File: config.mk
export PLATFORM = sky130hd
export DESIGN_NAME = srd_decoder
export DESIGN_NICKNAME = d
export VERILOG_FILES = /design/src/design/srd_pkg.sv /design/src/design/srd_cycle_table.sv /design/src/design/srd_decoder.sv
export SDC_FILE = /design/constraint.sdc
export NUM_CORES = 1
export LEC_CHECK = 0
export ABC_AREA = 1
export BUFFER_PORTS_ARGS = -buffer_cell sky130_fd_sc_hd__clkbuf_2
export CAP_MARGIN = 0
export CORE_ASPECT_RATIO = 1.75
export CORE_MARGIN = 3
export CORE_UTILIZATION = 55
export CTS_BUF_LIST = sky130_fd_sc_hd__clkbuf_16
export CTS_CLUSTER_SIZE = 8
export DETAILED_ROUTE_END_ITERATION = 10
export PLACE_DENSITY_LB_ADDON = 0.3
export SLEW_MARGIN = 20
export SYNTH_ARGS = -nofsm -noshare
export SYNTH_HDL_FRONTEND = slang
export SYNTH_SLANG_ARGS = --single-unit
File: constraint.sdc
create_clock -name ref_clk_i -period 3.6 [get_ports ref_clk_i]
set_input_delay 0 -clock ref_clk_i [delete_from_list [all_inputs] [get_ports ref_clk_i]]
set_output_delay 0 -clock ref_clk_i [all_outputs]
set_load 0.02 [all_outputs]
File: src/design/srd_pkg.sv
package srd_pkg;
  // operation codes; shift group codes equal the operation selector
  localparam logic [3:0] OP_ROTATE_LEFT = 4'h0;
  localparam logic [3:0] OP_ROTATE_RIGHT = 4'h1;
  localparam logic [3:0] OP_ROTATE_LEFT_VIA_CARRY = 4'h2;
  localparam logic [3:0] OP_ROTATE_RIGHT_VIA_CARRY = 4'h3;
  localparam logic [3:0] OP_LOGICAL_SHIFT_LEFT = 4'h4;
  localparam logic [3:0] OP_LOGICAL_SHIFT_RIGHT = 4'h5;
  localparam logic [3:0] OP_ARITH_SHIFT_RIGHT = 4'h7;
  localparam logic [3:0] OP_DOUBLE_LEFT_SHIFT = 4'h8;
  localparam logic [3:0] OP_DOUBLE_RIGHT_SHIFT = 4'h9;
  localparam logic [3:0] OP_AND_REG = 4'hA;
  // selector value with no defined operation
  localparam logic [2:0] SEL_UNDEF = 3'h6;
  // opcode patterns
  localparam logic [6:0] PAT_SHIFT_ONE = 7'h68;
  localparam logic [6:0] PAT_SHIFT_CNT = 7'h69;
  localparam logic [6:0] PAT_SHIFT_IMM = 7'h60;
  localparam logic [5:0] PAT_AND_RR = 6'h08;
  localparam logic [7:0] PAT_ESCAPE = 8'h0F;
  localparam logic [7:0] PAT_DBL_LEFT_IMM = 8'hA4;
  localparam logic [7:0] PAT_DBL_LEFT_CNT = 8'hA5;
  localparam logic [7:0] PAT_DBL_RIGHT_IMM = 8'hAC;
  localparam logic [7:0] PAT_DBL_RIGHT_CNT = 8'hAD;
  localparam logic [1:0] MOD_REG = 2'h3;
  // count source
  localparam logic [1:0] CNT_NONE = 2'h0;
  localparam logic [1:0] CNT_ONE = 2'h1;
  localparam logic [1:0] CNT_LOW_REG = 2'h2;
  localparam logic [1:0] CNT_IMM = 2'h3;
  // clock budget classes and counts
  localparam logic [1:0] CLS_SHIFT = 2'h0;
  localparam logic [1:0] CLS_CARRY = 2'h1;
  localparam logic [1:0] CLS_AND = 2'h2;
  localparam logic [3:0] CYC_SHIFT_REG = 4'h3;
  localparam logic [3:0] CYC_SHIFT_MEM = 4'h7;
  localparam logic [3:0] CYC_CARRY_REG = 4'h9;
  localparam logic [3:0] CYC_CARRY_MEM = 4'hA;
  localparam logic [3:0] CYC_AND = 4'h2;
  // reset values
  localparam logic [3:0] RST_CYCLES = 4'h0;
  localparam logic [7:0] RST_BYTE = 8'h00;
endpackage

File: src/design/srd_cycle_table.sv
`timescale 1ns/10ps
`default_nettype none
// holds the clock budget of the last decoded instruction
module srd_cycle_table (
  input wire logic ref_clk_i,
  input wire logic nrst_i,
  input wire logic load_i,
  input wire logic [1:0] cls_i,
  input wire logic mem_i,
  output logic [3:0] cycles_o
);
  logic [3:0] cycles_nxt;

  assign cycles_nxt = (cls_i == srd_pkg::CLS_AND) ? srd_pkg::CYC_AND :
                      (cls_i == srd_pkg::CLS_CARRY) ?
                        (mem_i ? srd_pkg::CYC_CARRY_MEM : srd_pkg::CYC_CARRY_REG) :
                        (mem_i ? srd_pkg::CYC_SHIFT_MEM : srd_pkg::CYC_SHIFT_REG);

  always_ff @(posedge ref_clk_i or negedge nrst_i) begin
    if (!nrst_i) begin
      cycles_o <= srd_pkg::RST_CYCLES;
    end else if (load_i) begin
      cycles_o <= cycles_nxt;
    end
  end
endmodule // srd_cycle_table
`default_nettype wire

File: src/design/srd_decoder.sv
`timescale 1ns/10ps
`default_nettype none
// Summary of operation
// - 1101000w plus ModR/M decodes as shift/rotate by one; 3 or 7 clocks.
// - 1101001w plus ModR/M shifts by count_low_register; 3 or 7 clocks.
// - 1100000w, ModR/M, 8-bit immediate shifts by immediate; 3 or 7 clocks.
// - rotates through carry take 9 clocks on register, 10 on memory.
// - selector maps 000..101 and 111 to the seven shift and rotate operations.
// - 0F A4, ModR/M, immediate decodes as double left shift; 3 or 7 clocks.
// - 0F A5, ModR/M decodes as double left shift by count register.
// - 0F AC, ModR/M, immediate decodes as double right shift; 3 or 7 clocks.
// - 0F AD, ModR/M decodes as double right shift by count register.
// - 001000dw with register ModR/M decodes as AND of registers; 2 clocks.
module srd_decoder #(
  parameter bit UNDEF_FAULT = 1'b1
) (
  input wire logic ref_clk_i,
  input wire logic nrst_i,
  input wire logic byte_vld_i,
  input wire logic [7:0] byte_i,
  output logic dec_vld_o,
  output logic undef_o,
  output logic [3:0] op_o,
  output logic size_o,
  output logic dir_o,
  output logic [1:0] cnt_src_o,
  output logic [7:0] imm_cnt_o,
  output logic [1:0] mod_o,
  output logic [2:0] reg_o,
  output logic [2:0] rm_o,
  output logic mem_o,
  output logic [3:0] cycles_o
);
  typedef enum logic [3:0] {
    ST_OP = 4'h1,
    ST_ESC = 4'h2,
    ST_MODRM = 4'h4,
    ST_IMM = 4'h8
  } srd_state_t;

  typedef enum logic [2:0] {
    FAM_SHIFT = 3'h1,
    FAM_DOUBLE = 3'h2,
    FAM_AND = 3'h4
  } srd_fam_t;

  srd_state_t st_r, st_nxt;
  srd_fam_t fam_r, fam_nxt;
  logic [1:0] src_r, src_nxt;
  logic size_r, size_nxt;
  logic dir_r, dir_nxt;
  logic dbl_right_r, dbl_right_nxt;
  logic [7:0] modrm_r;

  // first byte decode
  wire is_one = byte_i[7:1] == srd_pkg::PAT_SHIFT_ONE;
  wire is_cnt = byte_i[7:1] == srd_pkg::PAT_SHIFT_CNT;
  wire is_imm = byte_i[7:1] == srd_pkg::PAT_SHIFT_IMM;
  wire is_and = byte_i[7:2] == srd_pkg::PAT_AND_RR;
  wire is_esc = byte_i == srd_pkg::PAT_ESCAPE;
  wire is_shift = is_one | is_cnt | is_imm;
  // second byte decode after the escape
  wire is_dl_imm = byte_i == srd_pkg::PAT_DBL_LEFT_IMM;
  wire is_dl_cnt = byte_i == srd_pkg::PAT_DBL_LEFT_CNT;
  wire is_dr_imm = byte_i == srd_pkg::PAT_DBL_RIGHT_IMM;
  wire is_dr_cnt = byte_i == srd_pkg::PAT_DBL_RIGHT_CNT;
  wire is_dbl = is_dl_imm | is_dl_cnt | is_dr_imm | is_dr_cnt;

  // ModR/M currently being finished: live byte or the one held before the immediate
  wire [7:0] mrm = (st_r == ST_IMM) ? modrm_r : byte_i;
  wire [2:0] sel = mrm[5:3];
  wire mrm_mem = mrm[7:6] != srd_pkg::MOD_REG;
  wire sel_undef = (fam_r == FAM_SHIFT) && (sel == srd_pkg::SEL_UNDEF);
  // memory forms of AND are outside this decoder
  wire and_mem = (fam_r == FAM_AND) && mrm_mem;

  wire at_modrm = (st_r == ST_MODRM) && byte_vld_i;
  wire at_imm = (st_r == ST_IMM) && byte_vld_i;
  wire need_imm = src_r == srd_pkg::CNT_IMM;
  wire finish = (at_modrm && !need_imm) || at_imm;
  wire reject_mrm = at_modrm && (and_mem || (sel_undef && UNDEF_FAULT));
  wire bad_first = (st_r == ST_OP) && byte_vld_i && !(is_shift || is_and || is_esc);
  wire bad_esc = (st_r == ST_ESC) && byte_vld_i && !is_dbl;
  wire reject = bad_first || bad_esc || reject_mrm;
  wire done = finish && !reject_mrm;

  // the undefined selector reaches here only when aliasing is chosen
  wire [3:0] shift_op = sel_undef ? srd_pkg::OP_LOGICAL_SHIFT_LEFT : {1'b0, sel};
  wire [3:0] op_nxt = (fam_r == FAM_AND) ? srd_pkg::OP_AND_REG :
                      (fam_r == FAM_DOUBLE) ?
                        (dbl_right_r ? srd_pkg::OP_DOUBLE_RIGHT_SHIFT :
                                       srd_pkg::OP_DOUBLE_LEFT_SHIFT) :
                        shift_op;
  wire is_carry = (op_nxt == srd_pkg::OP_ROTATE_LEFT_VIA_CARRY) ||
                  (op_nxt == srd_pkg::OP_ROTATE_RIGHT_VIA_CARRY);
  wire [1:0] cls = (fam_r == FAM_AND) ? srd_pkg::CLS_AND :
                   is_carry ? srd_pkg::CLS_CARRY : srd_pkg::CLS_SHIFT;

  // first byte, or the byte after the escape, sets family, count source, size and direction
  wire [1:0] src_first = is_one ? srd_pkg::CNT_ONE :
                         is_cnt ? srd_pkg::CNT_LOW_REG :
                         is_imm ? srd_pkg::CNT_IMM : srd_pkg::CNT_NONE;
  wire [1:0] src_esc = (is_dl_imm || is_dr_imm) ? srd_pkg::CNT_IMM :
                       srd_pkg::CNT_LOW_REG;

  always_comb begin
    st_nxt = st_r;
    fam_nxt = fam_r;
    src_nxt = src_r;
    size_nxt = size_r;
    dir_nxt = dir_r;
    dbl_right_nxt = dbl_right_r;
    unique case (st_r)
      ST_OP: begin
        if (byte_vld_i && (is_shift || is_and)) begin
          st_nxt = ST_MODRM;
          fam_nxt = is_and ? FAM_AND : FAM_SHIFT;
          src_nxt = src_first;
          size_nxt = byte_i[0];
          dir_nxt = is_and & byte_i[1];
        end else if (byte_vld_i && is_esc) begin
          st_nxt = ST_ESC;
        end
      end
      ST_ESC: begin
        if (byte_vld_i) begin
          // double shifts always work on full-width operands
          st_nxt = is_dbl ? ST_MODRM : ST_OP;
          fam_nxt = FAM_DOUBLE;
          src_nxt = src_esc;
          size_nxt = 1'b1;
          dir_nxt = 1'b0;
          dbl_right_nxt = is_dr_imm | is_dr_cnt;
        end
      end
      ST_MODRM: begin
        if (byte_vld_i) begin
          st_nxt = (need_imm && !reject_mrm) ? ST_IMM : ST_OP;
        end
      end
      ST_IMM: begin
        if (byte_vld_i) begin
          st_nxt = ST_OP;
        end
      end
      default: begin
        st_nxt = ST_OP;
      end
    endcase
  end

  always_ff @(posedge ref_clk_i or negedge nrst_i) begin
    if (!nrst_i) begin
      st_r <= ST_OP;
      fam_r <= FAM_SHIFT;
      src_r <= srd_pkg::CNT_NONE;
      size_r <= 1'b0;
      dir_r <= 1'b0;
      dbl_right_r <= 1'b0;
      modrm_r <= srd_pkg::RST_BYTE;
    end else begin
      st_r <= st_nxt;
      fam_r <= fam_nxt;
      src_r <= src_nxt;
      size_r <= size_nxt;
      dir_r <= dir_nxt;
      dbl_right_r <= dbl_right_nxt;
      if (at_modrm) begin
        modrm_r <= byte_i;
      end
    end
  end

  // result fields hold until the next completed decode
  always_ff @(posedge ref_clk_i or negedge nrst_i) begin
    if (!nrst_i) begin
      dec_vld_o <= 1'b0;
      undef_o <= 1'b0;
      op_o <= srd_pkg::OP_ROTATE_LEFT;
      size_o <= 1'b0;
      dir_o <= 1'b0;
      cnt_src_o <= srd_pkg::CNT_NONE;
      imm_cnt_o <= srd_pkg::RST_BYTE;
      mod_o <= 2'h0;
      reg_o <= 3'h0;
      rm_o <= 3'h0;
      mem_o <= 1'b0;
    end else begin
      dec_vld_o <= done;
      undef_o <= reject;
      if (done) begin
        op_o <= op_nxt;
        size_o <= size_r;
        dir_o <= dir_r;
        cnt_src_o <= src_r;
        imm_cnt_o <= at_imm ? byte_i : srd_pkg::RST_BYTE;
        mod_o <= mrm[7:6];
        reg_o <= mrm[5:3];
        rm_o <= mrm[2:0];
        mem_o <= mrm_mem;
      end
    end
  end

  srd_cycle_table u_cycles (
    .ref_clk_i(ref_clk_i),
    .nrst_i(nrst_i),
    .load_i(done),
    .cls_i(cls),
    .mem_i(mrm_mem),
    .cycles_o(cycles_o)
  );

  wire op_vld = st_r == ST_OP && byte_vld_i;
  wire mrm_ok = byte_vld_i && byte_i[5:3] != srd_pkg::SEL_UNDEF;
endmodule // srd_decoder
`default_nettype wire

==> impl_metrics.tcl, run 1 <==
set metrics [dict create \
    run_status "complete, no violations" \
    drt_wl_total_mm 5.49 \
    drt-wirelength-per-cell_um 14.4 \
    die_area_sq_mm 0.00527 \
    synthCells 289 \
    static-leakage-power_uw 0.00155 \
    power-per-cell-area_mw_per_mm2 522 \
    worst_clock_skew_ps 3.64 \
    totalNegativeSetupSlack_ps 0 \
    seq_area_frac_synth 0.528 \
    post-route-cell-area_sq_mm 0.00280 \
    groute.usage.overall 0.229 \
    place_hpwl_mm 3.98 \
    avgSynthCellArea_sq_um 8.39 \
    crit_slowest_cell "sky130_fd_sc_hd__dfrtp_1" \
    dpl-instance-area_sq_mm 0.00263 \
    synth_top_cell_area_share 0.506 \
    grt_start_max_net_pins 41 \
    start_util 0.579 \
    report.power.total_uw 1460 \
    coreArea_sq_mm 0.00419 \
    final_core_util 0.669 \
    wl_met3_um 304 \
    syn_nets 300 \
    synthArstFlopShare 1.00 \
    max_slew_margin 0.596 \
    flow.area_growth_from_synthesis_pct 15.6 \
    critPathMaxFanout 40 \
    post_synthesis_instance_area_sq_mm 0.00242 \
    fp-row-count 31 \
    fin_worst_hold_slack_ps 68.0 \
    timing.final.hold_violations 0 \
    cts-htree-levels 2 \
    worst_skew_pair.late_latency_ps 290 \
    number_of_synthesized_flops_with_an_enable_pin 0 \
    first_iter_violations 89 \
    cts_buffers 5 \
    detail_routed_via_count_per_cell 5.34 \
    yosys_warnings 0 \
    tritoncts_num_sinks 51 \
    worst_slew_pin_slew_ps 602 \
    achievable-frequency_mhz 451 \
    synth.cells.most_frequent "sky130_fd_sc_hd__nand2_1, sky130_fd_sc_hd__dfrtp_1, sky130_fd_sc_hd__o21ai_0" \
    firstDrtPassIters 6 \
    ctsRootBufferMaster "sky130_fd_sc_hd__clkbuf_16" \
    min_path_type "input port to register" \
    critPathKind "register to register" \
    die_w_um 56.2 \
    synth_cell_types 28 \
    worstSetupStartpointType "register" \
    topRoutingLayerUsed "met4" \
    end_kind "register" \
    slowest_delay_ps 410 \
    grt_remaining_overflow 0 \
    wl_met1_mm 2.18 \
    grt_pass1_wl_mm 9.49 \
    n_fill_cell 377 \
    tritoncts_clock_tree "done" \
    grt_antenna_before_repair 0 \
    finalWeightedCongestion 0.926 \
    max_cap_violations 0 \
    clkTransAtPathRegs_ps 60 \
    die_h_um 93.8 \
    min_period_ps 2220 \
    worstPathRequired_ps 3780 \
    synth.most_common_cell "sky130_fd_sc_hd__nand2_1" \
    vias_in_the_first_global_route 2061 \
    synth_top_flop_cell "sky130_fd_sc_hd__dfrtp_1" \
    irDropWorstVdd_mv 0.485 \
    met2_wirelength_mm 2.87 \
    synth_top_cells_by_area "sky130_fd_sc_hd__dfrtp_1, sky130_fd_sc_hd__nand2_1, sky130_fd_sc_hd__o21ai_0" \
    worst_ep_arrival_time_ps 2400 \
    num-nets-final 342 \
    synth_top_area_cell "sky130_fd_sc_hd__dfrtp_1" \
    antenna_violating_nets_post_route 0 \
    fraction_of_layout_instances_using_a_drive_strength_above_1 0.226 \
    critical_path.cell_chain "nor2_4 > nand3_1 > inv_1 > nand2_2 > inv_1 > nand2_2 > nand2_4 > inv_2 > nand2_1 > nand2_1" \
    ys_ff_latch 51 \
    vias 2033 \
    port-buffer-count 41 \
    io-pin-count 42 \
    timing.final.setup_violations 0 \
    drc 0 \
    antennaDiodeCount 0 \
    timing.final.max_slew_violations 0 \
    final.period_utilization 0.616 \
    rsz_0062_raised_after_global_routing "no" \
    clock_tree.buffer_depth 2 \
]
-- power by group --
part / switching [uW] / total (uW) / internal [uW]
clock: 197 / 520 / 323
sequential: 33.7 / 664 / 631
combinational: 193 / 278 / 85.6
-- sequential cells by signal (all words and copies together), names as in the netlist, 3 cells and up --
name,flops
imm_cnt_o,8
modrm_r,8
op_o,4
st_r,4
u_cycles.cycles_o,4
fam_r,3
reg_o,3
rm_o,3
-- cells in the final DEF (no fill, tap or decap) --
cell	count
sky130_fd_sc_hd__inv_1	31
sky130_fd_sc_hd__clkbuf_16	5
sky130_fd_sc_hd__dfstp_2	2
sky130_fd_sc_hd__or2_2	1
sky130_fd_sc_hd__a21oi_1	10
sky130_fd_sc_hd__nand3b_1	2
sky130_fd_sc_hd__o21bai_1	2
sky130_fd_sc_hd__nor3_1	6
sky130_fd_sc_hd__buf_4	1
sky130_fd_sc_hd__nor2_4	3
sky130_fd_sc_hd__nand3_1	19
sky130_fd_sc_hd__nand2_1	81
sky130_fd_sc_hd__a211oi_1	1
sky130_fd_sc_hd__nand2_2	14
sky130_fd_sc_hd__o31ai_1	1
sky130_fd_sc_hd__o21ai_0	31
sky130_fd_sc_hd__nand2_4	4
sky130_fd_sc_hd__dlygate4sd3_1	1
sky130_fd_sc_hd__o22ai_1	2
sky130_fd_sc_hd__nand4_1	2
sky130_fd_sc_hd__nor2_1	18
sky130_fd_sc_hd__a31oi_1	1
sky130_fd_sc_hd__bufinv_16	1
sky130_fd_sc_hd__clkbuf_2	41
sky130_fd_sc_hd__inv_2	2
sky130_fd_sc_hd__dfrtp_1	49
sky130_fd_sc_hd__o21ai_2	1
-- critical path: cells and delay by family (launching register included) --
family	cells	cell delay, ps
buf+inv	3	460
flops	1	410
simple gates	7	1230
-- what timing repair did --
item | 4_1_cts | 5_1_grt
endpoints found under the hold margin | 17 | 0
gates resized for setup | 0 | 0
setup endpoints to repair | 0 | 0
hold buffers | 1 | 0
buffers inserted | 0 | 0
-- per-layer routing --
layer  vias to the layer above  global-route usage
met2                        71               0.403
met3                        15              0.0344
met5                         -                   0
met4                         0              0.0911
met1                       946               0.277
li1                       1001                   -
-- final cells by class --
cell class / instances / area (sq um) / area share
clock buffer: 5 / 125 / 0.0447
clock inverter: 3 / 37.5 / 0.0134
inverter: 31 / 116 / 0.0415
multi-input combinational: 199 / 960 / 0.343
sequential: 51 / 1280 / 0.456
tap: 49 / 61.3 / 0.0219
timing repair buffer: 43 / 223 / 0.0795
-- kinds of logic (layout without fill, tap and decap cells) --
family | after synthesis | in the layout | synth area share
buf+inv | 39 | 82 | 0.0764
compound gates | 49 | 49 | 0.108
flops | 51 | 51 | 0.528
simple gates | 150 | 150 | 0.288
-- metrics by stage --
stage | std cells | worst slack [ps]
3_3_place_gp | 372 | 1460
6_report | 381 | 1380
5_1_grt | 381 | 1160
4_1_cts | 381 | 1380
3_5_place_dp | 372 | 1390
2_1_floorplan | 289 | 1900
-- path summary, 6_finish.rpt --
kind                                                  start                                to  slack (ps)  depth (start not counted)
min in group asynchronous                            nrst_i               rm_o[0]$_DFFE_PN0P_         200                          2
hold reg to reg            u_cycles.cycles_o[0]$_DFFE_PN0P_  u_cycles.cycles_o[0]$_DFFE_PN0P_         480                          2
setup reg to reg                        st_r[1]$_DFFE_PN0P_              reg_o[0]$_DFFE_PN0P_        1380                         10
setup / recovery                        st_r[1]$_DFFE_PN0P_              reg_o[0]$_DFFE_PN0P_        1380                         10
hold / removal                                    byte_i[2]          imm_cnt_o[2]$_DFFE_PN0P_          70                          3
max in group asynchronous                            nrst_i              fam_r[0]$_DFFE_PN1P_        2590                          3
No activity file was read; power rests on OpenSTA's default activity.
==> run 2: changes to the inputs <==
--- a/config.mk
+++ b/config.mk
@@ -5,12 +5,12 @@
 export SDC_FILE = /design/constraint.sdc
 export NUM_CORES = 1
 export LEC_CHECK = 0
-export ABC_AREA = 1
+export ABC_AREA = 0
 export BUFFER_PORTS_ARGS = -buffer_cell sky130_fd_sc_hd__clkbuf_2
 export CAP_MARGIN = 0
 export CORE_ASPECT_RATIO = 1.75
 export CORE_MARGIN = 3
-export CORE_UTILIZATION = 55
+export CORE_UTILIZATION = 50
 export CTS_BUF_LIST = sky130_fd_sc_hd__clkbuf_16
 export CTS_CLUSTER_SIZE = 8
 export DETAILED_ROUTE_END_ITERATION = 10
==> constraint.sdc (replaced) <==
create_clock -name ref_clk_i -period 1.8 [get_ports ref_clk_i]
set_input_delay 0 -clock ref_clk_i [delete_from_list [all_inputs] [get_ports ref_clk_i]]
set_output_delay 0 -clock ref_clk_i [all_outputs]
set_load 0.02 [all_outputs]
==> run 2 against run 1 <==
  * The flow now finishes with violations (negative setup slack)
  * Clock power increased by 79%
  * Maximum frequency decreased by 1.6%
  * Clock skew increased by 5.0 ps
  * Sequential power increased to 2.8 times the previous value
  * Final area increased by 24%
  * Flip-flop and latch count unchanged
  * Via count increased by 6.1%
  * Non-clock buffer count increased by 46
  * Power increased to 3.3 times the previous value
  * Worst hold slack got worse by 15 ps
  * Critical endpoint is now op_o[0]$_DFFE_PN0P_
  * Largest power group is now combinational logic
==> impl_metrics.tcl, run 2 <==
set metrics [dict create \
    finalWeightedCongestion 0.867 \
    achievable-frequency_mhz 443 \
    grt_start_max_net_pins 30 \
    avgSynthCellArea_sq_um 11.0 \
    final.period_utilization 1.25 \
    synth_top_cell_area_share 0.494 \
    synth_cell_types 45 \
    synth_top_area_cell "sky130_fd_sc_hd__dfrtp_1" \
    flow.area_growth_from_synthesis_pct 40.2 \
    fraction_of_layout_instances_using_a_drive_strength_above_1 0.463 \
    coreArea_sq_mm 0.00475 \
    firstDrtPassIters 5 \
    worst_r2r_path_depth 7 \
    synthCells 226 \
    clock_tree.buffer_depth 2 \
    place_hpwl_mm 4.69 \
    timing.rr.start "st_r[1]$_DFFE_PN0P_" \
    post_synthesis_instance_area_sq_mm 0.00248 \
    tritoncts_clock_tree "done" \
    antenna_violating_nets_post_route 0 \
    ys_ff_latch 51 \
    vias 2157 \
    most_frequent_cells_in_the_layout "sky130_fd_sc_hd__dfrtp_1, sky130_fd_sc_hd__clkbuf_2, sky130_fd_sc_hd__buf_4, sky130_fd_sc_hd__nand2_1, sky130_fd_sc_hd__mux2_4" \
    worst_clock_skew_ps 8.65 \
    worst_hold_path.endpoint "imm_cnt_o[6]$_DFFE_PN0P_" \
    static-leakage-power_uw 0.00171 \
    detail_routed_via_count_per_cell 5.94 \
    max_slew_margin 0.585 \
    vias_in_the_first_global_route 2236 \
    grt_remaining_overflow 0 \
    n_fill_cell 338 \
    drt-wirelength-per-cell_um 19.7 \
    cts_buffers 5 \
    port-buffer-count 41 \
    io-pin-count 42 \
    groute.usage.overall 0.261 \
    worstSetupStartpointType "register" \
    grt_pass1_wl_mm 11.4 \
    timing.final.setup_violations 36 \
    clkTransAtPathRegs_ps 70 \
    drt_wl_total_mm 7.16 \
    report.power.total_uw 4790 \
    drc 0 \
    synth.most_common_cell "sky130_fd_sc_hd__dfrtp_1" \
    ctsRootBufferMaster "sky130_fd_sc_hd__clkbuf_16" \
    post-route-cell-area_sq_mm 0.00348 \
    start_util 0.522 \
    power-per-cell-area_mw_per_mm2 1380 \
    worst_hold_start "byte_i[6]" \
    synthArstFlopShare 1.00 \
    registers_with_the_highest_flip_flop_counts "imm_cnt_o (8), modrm_r (8)" \
    slowest_delay_ps 560 \
    die_w_um 59.2 \
    number_of_synthesized_flops_with_an_enable_pin 0 \
    fin_ws_ps -456 \
    run_status "finished, violations left" \
    worstPathRequired_ps 1980 \
    worst_skew_pair.late_latency_ps 290 \
    crit_slowest_cell "sky130_fd_sc_hd__or4b_4" \
    totalNegativeSetupSlack_ps -13290 \
    critPathKind "register to register" \
    die_h_um 99.2 \
    synth_top_flop_cell "sky130_fd_sc_hd__dfrtp_1" \
    fp-row-count 33 \
    final_core_util 0.732 \
    dpl-instance-area_sq_mm 0.00301 \
    min_period_ps 2260 \
    worst_ep_arrival_time_ps 2430 \
    min_path_type "input port to register" \
    rsz_0062_raised_after_global_routing "yes" \
    timing.final.hold_violations 0 \
    critical_path.cell_chain "or4b_4 > nor3_4 > o211ai_2 > o221ai_4 > buf_6 > buf_12 > mux2_1" \
    min_path_cells 2 \
    antennaDiodeCount 0 \
    num-nets-final 321 \
    max_cap_violations 0 \
    irDropWorstVdd_mv 0.934 \
    cts-htree-levels 2 \
    grt_antenna_before_repair 0 \
    yosys_warnings 0 \
    worst_slew_pin_slew_ps 622 \
    final_common_cell "sky130_fd_sc_hd__dfrtp_1" \
    worstReg2RegEnd "op_o[0]$_DFFE_PN0P_" \
    rrSetupSlack_ps -460 \
    end_kind "register" \
    synth.cells.most_frequent "sky130_fd_sc_hd__dfrtp_1, sky130_fd_sc_hd__nand2_1, sky130_fd_sc_hd__mux2_1" \
    syn_nets 237 \
    tritoncts_num_sinks 51 \
    seq_area_frac_synth 0.516 \
    violations "negative setup slack" \
    timing.final.max_slew_violations 0 \
    critPathMaxFanout 10 \
    first_iter_violations 89 \
    synth_top_cells_by_area "sky130_fd_sc_hd__dfrtp_1, sky130_fd_sc_hd__mux2_1, sky130_fd_sc_hd__mux2_2" \
    die_area_sq_mm 0.00587 \
]
-- run 2: worst max-delay path, delay by kind of cell (launching register included) --
kind	cells	cell delay, ps
compound gates	2	410
buf+inv	2	270
flops	1	430
mux	1	330
simple gates	2	690
-- run 2: layout make-up --
cell class                 instances  area, sq um  share of cell area
tap                               52         65.1              0.0187
clock buffer                       5          125              0.0360
multi-input combinational        157         1290               0.373
timing repair buffer              89          668               0.192
inverter                           6         22.5             0.00648
sequential                        51         1280               0.368
clock inverter                     3         20.0             0.00576
-- run 2: cells by family (layout without fill, tap and decap cells) --
family | Yosys count | after routing | share of synthesized area
simple gates | 80 | 80 | 0.176
flops | 51 | 51 | 0.516
compound gates | 42 | 42 | 0.121
mux | 33 | 33 | 0.148
buf+inv | 18 | 103 | 0.0323
xor+xnor | 2 | 2 | 0.00706
-- run 2: repair_timing --
| item | CTS | global route |
|---|---|---|
| pin swaps | 8 | 6 |
| endpoints found under the hold margin | 22 | 0 |
| gates resized for setup | 30 | 13 |
| gates cloned | 2 | 0 |
| endpoints found under the setup margin | 40 | 41 |
| setup buffers | 7 | 4 |
| hold buffers | 1 | 0 |
-- run 2: worst max-delay path by stage --
stage / slack, ps / end / start / cells after the start
6_report: -460 / op_o[0]$_DFFE_PN0P_ / st_r[1]$_DFFE_PN0P_ / 7
3_3_place_gp: -330 / cnt_src_o[1]$_DFFE_PN0P_ / st_r[2]$_DFFE_PN0P_ / 6
5_1_grt: -520 / reg_o[0]$_DFFE_PN0P_ / st_r[1]$_DFFE_PN0P_ / 7
3_5_place_dp: -420 / reg_o[1]$_DFFE_PN0P_ / st_r[2]$_DFFE_PN0P_ / 7
4_1_cts: -360 / op_o[0]$_DFFE_PN0P_ / st_r[2]$_DFFE_PN0P_ / 7
2_1_floorplan: -320 / cnt_src_o[0]$_DFFE_PN0P_ / st_r[1]$_DFFE_PN0P_ / 7
-- run 2: routing by layer --
layer	vias up	part of all wire	global-route usage
li1	982	-	-
met1	1081	0.38	0.313
met2	68	0.54	0.434
met3	26	0.034	0.0364
met4	0	0.042	0.148
met5	-	0	0
-- run 2: through the flow --
step,setup WS [ps],hold WS [ps],cells
5_1_grt,-523,77.3,363
3_5_place_dp,-415,45.3,342
4_1_cts,-359,57.4,360
2_1_floorplan,-321,-296,226
6_report,-456,53.4,363
3_3_place_gp,-332,39.6,342
-- run 2: report_power, final --
| part | internal (uW) | total [uW] | switching (uW) |
|---|---|---|---|
| sequential | 1580 | 1860 | 287 |
| combinational | 979 | 2000 | 1020 |
| clock | 513 | 931 | 418 |
==> run 3: changes to the inputs <==
==> constraint.sdc (replaced) <==
create_clock -name ref_clk_i -period 1.8 [get_ports ref_clk_i]
set_input_delay 0 -clock ref_clk_i [delete_from_list [all_inputs] [get_ports ref_clk_i]]
set_output_delay 0 -clock ref_clk_i [all_outputs]
set_load 0.05 [all_outputs]
==> run 3 against run 2 <==
  * The run still ends with negative setup slack left
  * Non-clock buffer count increased by 7
  * Sequential power about the same
  * Utilization up 3.0 points
  * Worst hold slack gained 55 ps
  * Final area is 4.1% higher
  * Wire length grew 11%
  * Combinational power up 37%
  * Critical path type unchanged
  * Largest cell class unchanged
  * Largest power group unchanged
  * Clock power is 1% lower
  * First-iteration DRC count up 35%
  * Register-to-register slack is essentially flat
==> impl_metrics.tcl, run 3 (same netlist as run 2, synthesis figures left out) <==
set metrics [dict create \
    ctsRootBufferMaster "sky130_fd_sc_hd__clkbuf_16" \
    max_cap_violations 0 \
    port-buffer-count 41 \
    timing.final.hold_violations 0 \
    critPathMaxFanout 5 \
    dp.cells 345 \
    antennaDiodeCount 0 \
    cts-htree-levels 2 \
    worst_clock_skew_ps 5.33 \
    tritoncts_num_sinks 51 \
    die_area_sq_mm 0.00587 \
    max_slew_margin 0.573 \
    drc 0 \
    achievable-frequency_mhz 446 \
    timing.final.max_slew_violations 0 \
    cts_buffers 5 \
    pre_cts_ws_ps -352 \
    place_hpwl_mm 4.79 \
    timing.rr.start "st_r[0]$_DFFE_PN1P_" \
    die_w_um 59.2 \
    drt_wl_total_mm 7.92 \
    setup.worst_path.start "st_r[0]$_DFFE_PN1P_" \
    groute.layer.met3.usage 0.0260 \
    top_usage_layer "met2" \
    drt-wirelength-per-cell_um 21.4 \
    num-nets-final 328 \
    worst_skew_pair.late_latency_ps 290 \
    clock_tree.buffer_depth 2 \
    rsz_0062_raised_after_global_routing "yes" \
    final_common_cell "sky130_fd_sc_hd__dfrtp_1" \
    min_path_type "input port to register" \
    groute.usage.overall 0.263 \
    grt_remaining_overflow 0 \
    antenna_violating_nets_post_route 0 \
    clkTransAtPathRegs_ps 70 \
    final.period_utilization 1.25 \
    coreArea_sq_mm 0.00475 \
    finalWeightedCongestion 0.909 \
    gr-usage-met1 0.314 \
    end_kind "register" \
    vias 2270 \
    first_iter_violations 120 \
    grt_start_max_net_pins 30 \
    rrSetupSlack_ps -440 \
    registers_with_the_highest_flip_flop_counts "imm_cnt_o (8), modrm_r (8)" \
    worstPathRequired_ps 1970 \
    fraction_of_layout_instances_using_a_drive_strength_above_1 0.491 \
    final-instance-count-excl-fill 370 \
    flow.area_growth_from_synthesis_pct 45.9 \
    irDropWorstVdd_mv 1.20 \
    grt_antenna_before_repair 0 \
    worst_ep_arrival_time_ps 2410 \
    io-pin-count 42 \
    detail_routed_via_count_per_cell 6.14 \
    violations "negative setup slack" \
    vias_in_the_first_global_route 2246 \
    grt_pass1_wl_mm 11.5 \
    firstDrtPassIters 4 \
    critPathKind "register to register" \
    worstSetupStartpointType "register" \
    static-leakage-power_uw 0.00180 \
    fin_ws_ps -441 \
    start_util 0.522 \
    worst_slew_pin_slew_ps 640 \
    fp-row-count 33 \
    power-per-cell-area_mw_per_mm2 1540 \
    m2_gr_usage 0.451 \
    run_status "finished, violations left" \
    timing.final.setup_violations 39 \
    tritoncts_clock_tree "done" \
    worst_hold_start "byte_i[6]" \
    most_frequent_cells_in_the_layout "sky130_fd_sc_hd__dfrtp_1, sky130_fd_sc_hd__clkbuf_2, sky130_fd_sc_hd__buf_4, sky130_fd_sc_hd__nand2_1, sky130_fd_sc_hd__mux2_4" \
    die_h_um 99.2 \
    min_period_ps 2240 \
]
run 3: changes by cell type in the layout (fill, tap and decap cells not counted), sizes merged:
cell,before,now
clkbuf,46,48
buf,47,52
clkinv,2,1
inv,6,7
run 3: layout make-up:
cell class,count,area (sq um)
Sequential cell,51,1280
Inverter,6,22.5
Clock inverter,3,16.3
Tap cell,52,65.1
Multi-Input combinational cell,157,1340
Fill cell,281,1130
Clock buffer,5,125
Timing Repair Buffer,96,772
run 3: path summary, 6_finish.rpt:
path,end,cells past startpoint
max in group asynchronous,st_r[0]$_DFFE_PN1P_,3
worst max-delay path,op_o[0]$_DFFE_PN0P_,7
worst min register to register,imm_cnt_o[7]$_DFFE_PN0P_,1
min in group asynchronous,undef_o$_DFF_PN0_,2
worst max register to register,op_o[0]$_DFFE_PN0P_,7
worst min-delay path,imm_cnt_o[6]$_DFFE_PN0P_,3
run 3: per-stage QoR:
stage	utilization	setup TNS, ps	total power (uW)	hold slack, ps	cell area [sq um]
after floorplan	-	-7900	3440	-296	2510
after global routing	0.762	-15540	5770	126	3620
after detailed placement	0.640	-10610	4140	46.1	3040
after CTS	0.713	-10810	5250	69.7	3380
final	0.762	-13070	5560	109	3620
after global placement	0.640	-9370	4090	39.3	3040
run 3: worst max-delay path, cell delays in order, from the launching register on:
cell and delay [ps]:
sky130_fd_sc_hd__dfstp_2 400, sky130_fd_sc_hd__or4b_4 580, sky130_fd_sc_hd__nor3_4 150, sky130_fd_sc_hd__o211ai_2 140, sky130_fd_sc_hd__o221ai_4 240, sky130_fd_sc_hd__buf_6 160
sky130_fd_sc_hd__buf_16 120, sky130_fd_sc_hd__mux2_1 320
run 3: what timing repair did:
item | in CTS | in global routing
hold buffers | 1 | 0
endpoints found under the hold margin | 22 | 0
setup buffers | 7 | 7
pin swaps | 9 | 7
resized for setup | 24 | 30
endpoints found under the setup margin | 41 | 41
cloned | 1 | 2
run 3: per-layer routing:
metal  share of wire  up-vias
met5               0        -
met4           0.046        0
met3           0.040       31
met2            0.54       86
met1            0.37     1155
li1                -      998
run 3: power breakdown:
part           total, uW  switching (uW)  internal (uW)
logic               2750            1680           1070
clock network        921             413            508
registers           1890             308           1580
total               5560            2400           3150
